**src/gpp_pkg.sv**
```systemverilog
// Constants, register map and field layout of the pin controller.
// Assumes a 20 MHz system clock and a word-aligned register port.
package gpp_pkg;

	// ********************************************************
	// Sizes
	// ********************************************************
	localparam int NUM_PINS = 12;
	localparam int NUM_LED = 8;
	localparam int NUM_PORTS = 3;
	localparam int NUM_TSRC = 2 * NUM_PORTS + 3;
	localparam int ADDR_W = 8;
	localparam int DATA_W = 32;
	localparam int TIME_W = 64;
	localparam int HALF_W = 32;
	localparam int CNT_W = 4;
	localparam int TIME_PIN_LSB = 8;

	// ********************************************************
	// Register offsets
	// ********************************************************
	localparam logic [ADDR_W-1:0] OFF_DATA_DIR = 8'h00;
	localparam logic [ADDR_W-1:0] OFF_BUF_CFG = 8'h04;
	localparam logic [ADDR_W-1:0] OFF_IRQ_POL = 8'h08;
	localparam logic [ADDR_W-1:0] OFF_PIN_IRQ = 8'h0C;
	localparam logic [ADDR_W-1:0] OFF_TIME_IRQ = 8'h10;
	localparam logic [ADDR_W-1:0] OFF_EVT_MODE = 8'h14;
	localparam logic [ADDR_W-1:0] OFF_LED_CFG = 8'h18;
	localparam logic [ADDR_W-1:0] OFF_SYS_STAT = 8'h1C;
	localparam logic [ADDR_W-1:0] OFF_CAP8_HI = 8'h20;
	localparam logic [ADDR_W-1:0] OFF_CAP8_LO = 8'h24;
	localparam logic [ADDR_W-1:0] OFF_CAP9_HI = 8'h28;
	localparam logic [ADDR_W-1:0] OFF_CAP9_LO = 8'h2C;

	// ********************************************************
	// Field positions
	// ********************************************************
	localparam int F_DIR_LSB = 16;
	localparam int F_EN_LSB = 16;
	localparam int F_TMOE_LSB = 12;
	localparam int F_EPOL_LSB = 14;
	localparam int F_CLREN_LSB = 16;
	localparam int SYS_PIN_BIT = 12;
	localparam int SYS_TIME_BIT = 13;
	localparam int TF_CAP8 = 2 * NUM_PORTS;
	localparam int TF_CAP9 = 2 * NUM_PORTS + 1;
	localparam int TF_TIMER = 2 * NUM_PORTS + 2;

	// ********************************************************
	// Event output modes
	// ********************************************************
	localparam logic [1:0] EM_OFF = 2'h0;
	localparam logic [1:0] EM_PULSE = 2'h1;
	localparam logic [1:0] EM_TOGGLE = 2'h2;
	localparam logic [1:0] EM_FOLLOW = 2'h3;

	// ********************************************************
	// Timing
	// ********************************************************
	localparam int CLK_NS = 50;
	localparam int FILT_NS = 40;
	localparam int FILT_RAW = (FILT_NS + CLK_NS - 1) / CLK_NS;
	localparam int FILT_CYC = (FILT_RAW < 1) ? 1 : FILT_RAW;
	localparam int PULSE_NS = 100;
	localparam int PULSE_RAW = PULSE_NS / CLK_NS;
	localparam int PULSE_CYC = (PULSE_RAW < 1) ? 1 : PULSE_RAW;

endpackage

```
**src/gpp_ctrl.sv**
```systemverilog
// Twelve-pin controller with time-capture and time-event pins.
// Assumes asynchronous pin inputs, an external precision clock value
// and compare pulse, and an outside resolver for the pin wires.
//
// Decided for this implementation: the register offsets and the plain strobed port.
module gpp_ctrl #(
	parameter int PIN_FILT_CYC = gpp_pkg::FILT_CYC
) (
	input wire logic CLK,
	input wire logic RST_N,
	input wire logic CE,
	input wire logic [gpp_pkg::ADDR_W-1:0] ADDR,
	input wire logic [gpp_pkg::DATA_W-1:0] WDATA,
	input wire logic WR,
	input wire logic RD,
	output logic [gpp_pkg::DATA_W-1:0] RDATA,
	input wire logic [gpp_pkg::NUM_PINS-1:0] PIN_IN,
	output logic [gpp_pkg::NUM_PINS-1:0] PIN_OUT,
	output logic [gpp_pkg::NUM_PINS-1:0] PIN_OE,
	input wire logic [gpp_pkg::TIME_W-1:0] TIME_NOW,
	input wire logic TIME_TARGET_HIT,
	input wire logic [2*gpp_pkg::NUM_PORTS-1:0] TS_EVT,
	input wire logic [gpp_pkg::NUM_LED-1:0] LED_STRAPS,
	input wire logic [gpp_pkg::NUM_LED-1:0] LED_DRIVE_N,
	output logic TIME_EVENT_SUMMARY,
	output logic PIN_IRQ_SUMMARY
);
	import gpp_pkg::*;

	// ********************************************************
	// Helpers
	// ********************************************************
	function automatic logic hit(input logic [ADDR_W-1:0] a,
		input logic [ADDR_W-1:0] off);
		return a == off;
	endfunction

	// Set beats clear so an event in the clearing cycle survives.
	function automatic logic [DATA_W-1:0] sticky(
		input logic [DATA_W-1:0] old, input logic [DATA_W-1:0] set,
		input logic [DATA_W-1:0] clr);
		return set | (old & ~clr);
	endfunction

	// ********************************************************
	// Reset release and pin synchronisers
	// ********************************************************
	logic rst_q1, rst_n;
	logic [NUM_PINS-1:0] pin_s1, pin_s;

	always_ff @(posedge CLK or negedge RST_N) begin
		if (!RST_N) begin
			rst_q1 <= 1'b0;
			rst_n <= 1'b0;
		end else begin
			rst_q1 <= 1'b1;
			rst_n <= rst_q1;
		end
	end

	always_ff @(posedge CLK or negedge rst_n) begin
		if (!rst_n) begin
			pin_s1 <= '1;
			pin_s <= '1;
		end else if (CE) begin
			pin_s1 <= PIN_IN;
			pin_s <= pin_s1;
		end
	end

	// ********************************************************
	// Configuration registers
	// ********************************************************
	logic [NUM_PINS-1:0] val_q, dir_q, buf_q, pol_q, pin_en;
	logic [1:0] tmoe_q, epol_q, clren_q;
	logic [3:0] emode_q;
	logic [NUM_LED-1:0] led_en;
	logic strap_done;
	logic [NUM_TSRC-1:0] time_en;
	logic wr_ok;

	assign wr_ok = CE && WR;

	always_ff @(posedge CLK or negedge rst_n) begin
		if (!rst_n) begin
			val_q <= '0;
			dir_q <= '0;
			buf_q <= '0;
			pol_q <= '0;
			pin_en <= '0;
			tmoe_q <= '0;
			epol_q <= '0;
			clren_q <= '0;
			emode_q <= '0;
			time_en <= '0;
		end else if (wr_ok) begin
			if (hit(ADDR, OFF_DATA_DIR)) begin
				val_q <= WDATA[NUM_PINS-1:0];
				dir_q <= WDATA[F_DIR_LSB +: NUM_PINS];
			end
			if (hit(ADDR, OFF_BUF_CFG)) begin
				buf_q <= WDATA[NUM_PINS-1:0];
				tmoe_q <= WDATA[F_TMOE_LSB +: 2];
				epol_q <= WDATA[F_EPOL_LSB +: 2];
				clren_q <= WDATA[F_CLREN_LSB +: 2];
			end
			if (hit(ADDR, OFF_IRQ_POL)) begin
				pol_q <= WDATA[NUM_PINS-1:0];
			end
			if (hit(ADDR, OFF_PIN_IRQ)) begin
				pin_en <= WDATA[F_EN_LSB +: NUM_PINS];
			end
			if (hit(ADDR, OFF_TIME_IRQ)) begin
				time_en <= WDATA[F_EN_LSB +: NUM_TSRC];
			end
			if (hit(ADDR, OFF_EVT_MODE)) begin
				emode_q <= WDATA[3:0];
			end
		end
	end

	// Straps are caught once, on the first enabled edge after release.
	always_ff @(posedge CLK or negedge rst_n) begin
		if (!rst_n) begin
			led_en <= '0;
			strap_done <= 1'b0;
		end else if (CE) begin
			if (!strap_done) begin
				led_en <= LED_STRAPS;
				strap_done <= 1'b1;
			end else if (WR && hit(ADDR, OFF_LED_CFG)) begin
				led_en <= WDATA[NUM_LED-1:0];
			end
		end
	end

	// ********************************************************
	// Capture pins
	// ********************************************************
	logic [NUM_PINS-1:0] dir_eff;
	logic [1:0] cap_edge;
	logic [TIME_W-1:0] cap_q [2];

	assign dir_eff = dir_q | {2'b00, tmoe_q, 8'h00};

	for (genvar g = 0; g < 2; g++) begin : g_qual
		logic raw_edge;
		gpp_edge_qual #(.MIN_CYC(PIN_FILT_CYC)) u_qual (
			.clk(CLK),
			.rst_n(rst_n),
			.ce(CE),
			.level(pin_s[TIME_PIN_LSB+g]),
			.active_high(pol_q[TIME_PIN_LSB+g]),
			.edge_pulse(raw_edge)
		);
		assign cap_edge[g] = raw_edge && !dir_eff[TIME_PIN_LSB+g];

		always_ff @(posedge CLK or negedge rst_n) begin
			if (!rst_n) begin
				cap_q[g] <= '0;
			end else if (cap_edge[g]) begin
				cap_q[g] <= TIME_NOW;
			end
		end
	end

	// ********************************************************
	// Interrupt flags
	// ********************************************************
	logic [NUM_PINS-1:0] pin_flag, pin_set, pin_clr;
	logic [NUM_TSRC-1:0] time_flag, time_set, time_clr;
	logic timer_pin_clr;

	assign pin_set = ~(pin_s ^ pol_q)
		| {2'b00, cap_edge, 8'h00};
	assign pin_clr = (wr_ok && hit(ADDR, OFF_PIN_IRQ)) ?
		WDATA[NUM_PINS-1:0] : '0;
	assign timer_pin_clr = |(cap_edge & clren_q);
	assign time_set = {TIME_TARGET_HIT, cap_edge, TS_EVT};
	assign time_clr = ((wr_ok && hit(ADDR, OFF_TIME_IRQ)) ?
		WDATA[NUM_TSRC-1:0] : '0) | {timer_pin_clr, 8'h00};

	always_ff @(posedge CLK or negedge rst_n) begin
		if (!rst_n) begin
			pin_flag <= '0;
			time_flag <= '0;
		end else if (CE) begin
			pin_flag <= NUM_PINS'(sticky(DATA_W'(pin_flag),
				DATA_W'(pin_set), DATA_W'(pin_clr)));
			time_flag <= NUM_TSRC'(sticky(DATA_W'(time_flag),
				DATA_W'(time_set), DATA_W'(time_clr)));
		end
	end

	// Summaries are registered so the system side sees clean levels.
	always_ff @(posedge CLK or negedge rst_n) begin
		if (!rst_n) begin
			TIME_EVENT_SUMMARY <= 1'b0;
			PIN_IRQ_SUMMARY <= 1'b0;
		end else if (CE) begin
			TIME_EVENT_SUMMARY <= |(time_flag & time_en);
			PIN_IRQ_SUMMARY <= |(pin_flag & pin_en);
		end
	end

	// ********************************************************
	// Compare-event outputs
	// ********************************************************
	logic [CNT_W-1:0] pcnt [2];
	logic [1:0] tog, evt_act;

	for (genvar g = 0; g < 2; g++) begin : g_evt
		logic [1:0] mode;
		assign mode = emode_q[2*g +: 2];

		always_ff @(posedge CLK or negedge rst_n) begin
			if (!rst_n) begin
				pcnt[g] <= '0;
				tog[g] <= 1'b0;
			end else if (CE) begin
				if (TIME_TARGET_HIT && mode == EM_PULSE) begin
					pcnt[g] <= CNT_W'(PULSE_CYC);
				end else if (pcnt[g] != '0) begin
					pcnt[g] <= pcnt[g] - 1'b1;
				end
				if (TIME_TARGET_HIT && mode == EM_TOGGLE) begin
					tog[g] <= ~tog[g];
				end
			end
		end

		always_comb begin
			unique case (mode)
				EM_PULSE: evt_act[g] = (pcnt[g] != '0);
				EM_TOGGLE: evt_act[g] = tog[g];
				EM_FOLLOW: evt_act[g] = time_flag[TF_TIMER];
				EM_OFF: evt_act[g] = 1'b0;
			endcase
		end
	end

	// ********************************************************
	// Pin drivers
	// ********************************************************
	logic [NUM_PINS-1:0] drv, led_w, led_on, next_out, next_oe;

	// Low polarity inverts the active level of the event output.
	assign drv = (val_q & ~{2'b00, tmoe_q, 8'h00})
		| {2'b00, tmoe_q & ~(evt_act ^ epol_q), 8'h00};
	assign led_w = {4'h0, led_en};
	assign led_on = {4'h0, ~LED_DRIVE_N};

	always_comb begin
		for (int i = 0; i < NUM_PINS; i++) begin
			if (led_w[i]) begin
				next_out[i] = 1'b0;
				next_oe[i] = led_on[i];
			end else if (dir_eff[i] && buf_q[i]) begin
				next_out[i] = 1'b0;
				next_oe[i] = ~drv[i];
			end else if (dir_eff[i]) begin
				next_out[i] = drv[i];
				next_oe[i] = 1'b1;
			end else begin
				next_out[i] = 1'b0;
				next_oe[i] = 1'b0;
			end
		end
	end

	always_ff @(posedge CLK or negedge rst_n) begin
		if (!rst_n) begin
			PIN_OUT <= '0;
			PIN_OE <= '0;
		end else if (CE) begin
			PIN_OUT <= next_out;
			PIN_OE <= next_oe;
		end
	end

	// ********************************************************
	// Register read port
	// ********************************************************
	logic [DATA_W-1:0] next_rdata;
	logic [NUM_PINS-1:0] rd_val;

	assign rd_val = (val_q & dir_eff) | (pin_s & ~dir_eff);

	always_comb begin
		next_rdata = '0;
		case (ADDR)
			OFF_DATA_DIR: begin
				next_rdata[NUM_PINS-1:0] = rd_val;
				next_rdata[F_DIR_LSB +: NUM_PINS] = dir_q;
			end
			OFF_BUF_CFG: begin
				next_rdata[NUM_PINS-1:0] = buf_q;
				next_rdata[F_TMOE_LSB +: 2] = tmoe_q;
				next_rdata[F_EPOL_LSB +: 2] = epol_q;
				next_rdata[F_CLREN_LSB +: 2] = clren_q;
			end
			OFF_IRQ_POL: next_rdata[NUM_PINS-1:0] = pol_q;
			OFF_PIN_IRQ: begin
				next_rdata[NUM_PINS-1:0] = pin_flag;
				next_rdata[F_EN_LSB +: NUM_PINS] = pin_en;
			end
			OFF_TIME_IRQ: begin
				next_rdata[NUM_TSRC-1:0] = time_flag;
				next_rdata[F_EN_LSB +: NUM_TSRC] = time_en;
			end
			OFF_EVT_MODE: next_rdata[3:0] = emode_q;
			OFF_LED_CFG: next_rdata[NUM_LED-1:0] = led_en;
			OFF_SYS_STAT: begin
				next_rdata[SYS_PIN_BIT] = PIN_IRQ_SUMMARY;
				next_rdata[SYS_TIME_BIT] = TIME_EVENT_SUMMARY;
			end
			OFF_CAP8_HI: next_rdata = cap_q[0][TIME_W-1:HALF_W];
			OFF_CAP8_LO: next_rdata = cap_q[0][HALF_W-1:0];
			OFF_CAP9_HI: next_rdata = cap_q[1][TIME_W-1:HALF_W];
			OFF_CAP9_LO: next_rdata = cap_q[1][HALF_W-1:0];
			default: next_rdata = '0;
		endcase
	end

	always_ff @(posedge CLK or negedge rst_n) begin
		if (!rst_n) begin
			RDATA <= '0;
		end else if (CE) begin
			RDATA <= RD ? next_rdata : '0;
		end
	end
endmodule // gpp_ctrl

```
**src/gpp_edge_qual.sv**
```systemverilog
// Active-edge qualifier for one time-capable pin.
// Assumes its level input is already synchronised to the clock.
module gpp_edge_qual #(
	parameter int MIN_CYC = gpp_pkg::FILT_CYC
) (
	input wire logic clk,
	input wire logic rst_n,
	input wire logic ce,
	input wire logic level,
	input wire logic active_high,
	output logic edge_pulse
);
	import gpp_pkg::*;

	logic act;
	logic [CNT_W-1:0] run;

	assign act = (level == active_high);

	// A glitch shorter than the window restarts the run.
	always_ff @(posedge clk or negedge rst_n) begin
		if (!rst_n) begin
			run <= '0;
		end else if (ce) begin
			if (!act) begin
				run <= '0;
			end else if (run <= CNT_W'(MIN_CYC)) begin
				run <= run + 1'b1;
			end
		end
	end

	assign edge_pulse = ce && act && (run == CNT_W'(MIN_CYC));
endmodule // gpp_edge_qual

```
**config.mk**
```make
export PLATFORM = sky130hd
export DESIGN_NAME = gpp_ctrl
export DESIGN_NICKNAME = d
export VERILOG_FILES = /design/src/gpp_pkg.sv /design/src/gpp_ctrl.sv /design/src/gpp_edge_qual.sv
export SDC_FILE = /design/constraint.sdc
export NUM_CORES = 1
export LEC_CHECK = 0
export BUFFER_PORTS_ARGS = -buffer_cell sky130_fd_sc_hd__buf_2
export CORE_MARGIN = 1
export CORE_UTILIZATION = 34
export CTS_CLUSTER_DIAMETER = 60
export DETAILED_ROUTE_END_ITERATION = 8
export GPL_ROUTABILITY_DRIVEN = 0
export SYNTH_ARGS = -nofsm -noshare
export SYNTH_HDL_FRONTEND = slang
export SYNTH_HIERARCHICAL = 1
export SYNTH_SLANG_ARGS = --single-unit
```
**constraint.sdc**
```tcl
create_clock -name CLK -period 25 [get_ports CLK]
set_input_delay 2.5 -clock CLK [delete_from_list [all_inputs] [get_ports CLK]]
set_output_delay 2.5 -clock CLK [all_outputs]
set_load 0.1 [all_outputs]
```
Word level (Yosys, flattened, before mapping)
Cells that the tools add are included.
- $add $sub $neg: 4
- magnitude comparators: 2
- equal/unequal tests: 24
- muxes and demuxes: 89
- bitwise logic cells: 39
- reductions and logical operators: 51
- operators by type and width (kind ; count):
    1-bit 2-to-1 mux ; 64
    12-bit bitwise AND ; 5
    7-bit one-hot mux with 7 select lines ; 1
    4-bit one-hot mux with 11 select lines ; 1
    4-bit one-hot mux with 10 select lines ; 1
    12-bit inverter ; 3
    12-bit by 10-bit bitwise OR with 12-bit output ; 3
    8-bit by 5-bit == test with 1-bit output, second input constant ; 4
    8-bit by 6-bit == test with 1-bit output, second input constant ; 4
    32-bit 2-to-1 mux ; 1
    4-bit 2-to-1 mux ; 8
    1-bit logical AND ; 26
    2-bit AND reduction ; 13
    12-bit bitwise OR ; 2
    3-bit one-hot mux with 8 select lines ; 1
    9-bit bitwise AND ; 2
    9-bit bitwise OR ; 2
    3-bit one-hot mux with 6 select lines ; 1
    8-bit by 4-bit == test with 1-bit output, second input constant ; 2
    8-bit 2-to-1 mux ; 2
    2-bit one-hot mux with 8 select lines ; 1
    4-bit one-hot mux with 4 select lines ; 1
    1-bit inverter ; 14
    12-bit 2-to-1 mux ; 1
    30 further kinds ; 46
- register bits: 339
- bits of input ports: 144
- word-level logic and storage cells: 240

Logic depth before layout (Yosys ltp)
- word-level depth: 10
- mapped depth: 9
- mapped depth without buffers: 7

By module
Netlist, hierarchy kept.
- modules (own cells, without submodules) (module ; instances ; cells each ; area each (µm²) ; seq. area each (µm²)):
    gpp_ctrl ; 1 ; 1191 ; 15313.4 ; 8313.0
    gpp_edge_qual ; 2 ; 25 ; 264.0 ; 100.1

Worst setup path after synthesis
Ideal clock, no wire load.
- kind: input port to flip-flop
- from: input port ADDR[1] (netlist bit)
- to: register val_q[1]
- library setup time: 125 ps
- data arrival time: 4120 ps
- data required time: 24875 ps
- setup slack: 20756 ps
- stages: 6
- buffers on the path: 3
- cell sequence: buf_2 > or4_4 > buf_2 > nor2_2 > buf_4 > mux2_2
- word-level cells in the longest chain between the ends: 2
- ends and longest elaborated chain (what ; RTL line ; source):
    start: declaration ; gpp_ctrl.sv:12 ; input wire logic [gpp_pkg::ADDR_W-1:0] ADDR,
    8-bit logical NOT ; gpp_ctrl.sv:35 ; return a == off;
    2-bit AND reduction (no source line) ; - ;
    end signal: assignment ; gpp_ctrl.sv:98 ; val_q <= WDATA[NUM_PINS-1:0];
    end: declaration ; gpp_ctrl.sv:74 ; logic [NUM_PINS-1:0] val_q, dir_q, buf_q, pol_q, pin_en;
No other way between the ends.
A chain may end at the register's enable or synchronous reset.

Worst setup path in the final report
- from: input port CE
- to: register time_flag[8]
- word-level cells in the longest chain between the ends: 9
- elaborated cells between the ends (all ways): 15
- classes of those cells: mux: 1; bitwise: 5; reduce/logical: 9
- ends and longest elaborated chain (what ; RTL line ; source):
    start: declaration ; gpp_ctrl.sv:11 ; input wire logic CE,
    1-bit logical AND (2 in a row) ; gpp_edge_qual.sv:33 ; assign edge_pulse = ce && act && (run == CNT_W'(MIN_CYC));
    net g_qual[1].raw_edge ; gpp_ctrl.sv:147 ; logic raw_edge;
    1-bit logical AND ; gpp_ctrl.sv:156 ; assign cap_edge[g] = raw_edge && !dir_eff[TIME_PIN_LSB+g];
    2-bit bitwise AND ; gpp_ctrl.sv:178 ; assign timer_pin_clr = |(cap_edge & clren_q);
    2-bit OR reduction ; gpp_ctrl.sv:178 ;
    9-bit bitwise OR ; gpp_ctrl.sv:181 ; WDATA[NUM_TSRC-1:0] : '0) | {timer_pin_clr, 8'h00};
    9-bit inverter ; gpp_ctrl.sv:42 ; return set | (old & ~clr);
    9-bit bitwise AND ; gpp_ctrl.sv:42 ;
    9-bit bitwise OR ; gpp_ctrl.sv:42 ;
    end signal: assignment ; gpp_ctrl.sv:190 ; time_flag <= NUM_TSRC'(sticky(DATA_W'(time_flag),
    end: declaration ; gpp_ctrl.sv:171 ; logic [NUM_TSRC-1:0] time_flag, time_set, time_clr;
The timed path passes the listed nets, and every way through them passes these cells.

==> summary.md <==
| Metric | Value |
|---|---|
| Async set-or-reset flop fraction in the synthesized netlist | `100%` |
| Most frequent CP cell | `buf_4` |
| GRT Residual Overflow | `0` |
| FILL cells | `4331` |
| Routed Antenna Nets | `0` |
| Drt wl/cell | `24.4 um` |
| Max clock buf depth | `3` |
| Share of cells above drive strength 1 | `41.4%` |
| Worst setup startpoint | `CE` |
| Setup TNS | `0 ns` |
| FF-to-FF setup slack | `22.08 ns` |
| Top post-synthesis cells by area | `dfrtp_1, mux2_2, dfstp_2` |
| Die X | `218 um` |
| R2r worst-path depth | `2` |
| Avg Vias per Cell | `5.52` |
| Fin nets | `1580` |
| Top cell type's share of synthesized area | `49.8%` |
| Syn_nets | `1393` |
| Final core utilization | `41.2%` |
| PortBufs | `197` |
| Crit path max fanout | `72` |
| Clk sink count | `339` |
| GRT Total Usage | `21.4%` |
| Power per cell area | `89.6 nW/um^2` |
| WP buf/inv | `3` |
| Post-synth EDFFs | `0` |
| Post_cts resized | `0` |
| Run status | `completed` |
| Worst-skew pair later-pin latency | `0.57 ns` |
| CTS tree | `done` |
| Hold Crit Class | `reg -> reg` |
| Fin. Hold Viols | `0` |
| Max reg flops | `128` |
| Place WS | `19.22 ns` |
| Hpwl dp | `35900 um` |
| Hold-fix buffers, CTS | `0` |
| Worst Path Required | `25.45 ns` |
| Seq cells post-synth | `339` |
| Row cnt | `78` |
| DR iter-0 viols | `969` |
| CP Launch Type | `input port` |
| WS Path Type | `in -> reg` |
| Ys flop type | `dfrtp_1` |
| Netlist cell types | `73` |
| Tot Pwr | `1.68 mW` |
| VDD IR-drop max | `0.0568 mV` |
| Largest Register | `cap_q` |
| Tcrit/Tclk final | `20.8%` |
| Largest net degree at the start of global routing | `83` |
| Max cap viols | `0` |
| Tightest Pin Transition | `1.11 ns` |
| Worst path max stage delay | `0.75 ns` |
| Vias in the first global route | `11700` |
| Post-Syn Area | `15800 sq um` |
| DRC | `0` |
| CP endpoint | `time_flag[8]$_DFFE_PN0P_` |
| Clk_skew | `0.0167 ns` |
| Worst Setup End Kind | `flop` |
| TritonCTS Buffers | `42` |
| Seq/Total Area, Yosys | `53.7%` |
| Critical path's slowest cell | `buf_4` |
| Hold slack | `0.352 ns` |
| Relative slew slack | `25.8%` |
| RSZ-0062 raised after global routing | `no` |
| Routed wire length | `50300 um` |
| CP Depth | `8` |
| Max-slew violations | `0` |
| H-tree level count | `2` |
| First-pass GRT wire length | `75300 um` |
| Crit path max-delay family | `buffers and inverters` |
| RR Startpoint | `rst_n$_DFF_PN0_` |
| Worst R2R End | `cap_q[40]$_DFFE_PN0N_` |
| Fin crit period | `5.19 ns` |
| Reg clk slew, reported paths | `0.06 ns` |
| Die height | `218 um` |
| Final setup viols | `0` |
| Top cell type by total area after synthesis | `dfrtp_1` |
| Root Buffer | `clkbuf_16` |
| Core ar. | `45700 sq um` |
| Post-CTS Setup Repair Bufs | `0` |
| Area Overhead vs Synth | `18.7%` |
| Synth warnings | `6` |
| Vias | `11400` |
| Syn Area/Cell | `12.8 sq um` |
| Peak Freq | `193 MHz` |
| Initial cell density of the core | `34.7%` |
| Critical path, cell by cell | `buf_4 -> buf_4 -> and4_2 -> and2_2 -> buf_4 -> a222oi_1 -> o21ai_0 -> nand2_1` |
| Largest registers | `cap_q x128, RDATA x32` |
| Area of the die | `47500 sq um` |
| Initial antenna violation count | `9` |
| Critical path arrival | `5.64 ns` |
| # IOs | `202` |
| Cell count after synthesis | `1241` |
| Setup ws final | `19.81 ns` |
| DR pass1 iterations | `5` |
| LEAKAGE | `8.21 nW` |
## synthesized netlist by cell type (7+ instances only)
master	n
dfrtp_1	315
mux2_2	256
nand2_1	80
nor2_1	52
a22oi_1	38
mux2i_1	38
clkbuf_1	33
a21oi_1	32
o21ai_0	31
a22o_1	26
o2bb2ai_1	25
dfstp_2	24
buf_2	21
xnor2_1	17
inv_1	16
buf_1	13
mux4_2	13
nor2b_1	11
a32o_1	10
nand3_1	10
a221oi_1	9
nor4bb_1	9
o22ai_1	9
a211o_1	8
a32oi_1	8
ha_1	8
xor2_1	7
## worst min-delay path by stage
stage                           from               to  slack (ns)  depth (start not counted)
floorplan           rst_q1$_DFF_PN0_  rst_n$_DFF_PN0_        0.33                          0
global placement    rst_q1$_DFF_PN0_  rst_n$_DFF_PN0_        0.33                          0
detailed placement  rst_q1$_DFF_PN0_  rst_n$_DFF_PN0_        0.34                          0
CTS                 rst_q1$_DFF_PN0_  rst_n$_DFF_PN0_        0.35                          0
global route        rst_q1$_DFF_PN0_  rst_n$_DFF_PN0_        0.36                          0
finish              rst_q1$_DFF_PN0_  rst_n$_DFF_PN0_        0.35                          0
## power breakdown
part | switching (mW) | internal [mW] | leakage, nW
Clock | 0.243 | 0.349 | 0.659
Sequential | 0.0864 | 0.683 | 4.23
Combinational | 0.149 | 0.174 | 3.33
## cells by family after synthesis
| family | Yosys count | share of synthesized area, % |
|---|---|---|
| flip-flops | 339 | 53.7 |
| AND/OR/NAND/NOR | 226 | 7.57 |
| AO/OA/AOI/OAI | 239 | 11.2 |
| multiplexers | 313 | 22.9 |
| buffers and inverters | 91 | 2.58 |
| other | 1 | 0.0237 |
| adder cells (fa/ha/maj) | 8 | 0.632 |
| XOR/XNOR | 24 | 1.33 |
## cell usage in the layout, fill, tap and decap left out, types with 24 or more instances in the layout
cell type / instances
clkbuf_16: 43
mux2_2: 256
nand2_1: 80
mux2i_1: 38
dfstp_2: 24
dfrtp_1: 314
o21ai_0: 31
nor2_1: 52
buf_2: 196
o2bb2ai_1: 25
a22oi_1: 38
a22o_1: 26
a21oi_1: 32
## stage by stage
step	area, sq um	cells
2_1_floorplan	15800	1241
3_3_place_gp	17400	1984
3_5_place_dp	17400	1984
4_1_cts	18800	2058
5_1_grt	18800	2059
6_report	18800	2061
## routing by layer
metal / GRT usage (%) / vias to the layer above / share of wire, %
li1: - / 5024 / -
met1: 27.5 / 5792 / 41
met2: 34.0 / 452 / 47
met3: 6.49 / 103 / 8.7
met4: 7.51 / 14 / 3.3
met5: 0 / - / 0.17
## cell type report
| type | instances | area, sq um | area share [%] |
|---|---|---|---|
| flip-flops and latches | 339 | 8520 | 45.3 |
| multi-input cells | 811 | 6980 | 37.1 |
| clock buffers | 61 | 1210 | 6.45 |
| repair buffers | 218 | 1150 | 6.09 |
| well taps | 600 | 751 | 3.99 |
| clock inverters | 13 | 134 | 0.712 |
| inverters | 16 | 60.1 | 0.319 |
| diodes | 3 | 7.51 | 0.0399 |
No activity file was read; power rests on OpenSTA's default activity.
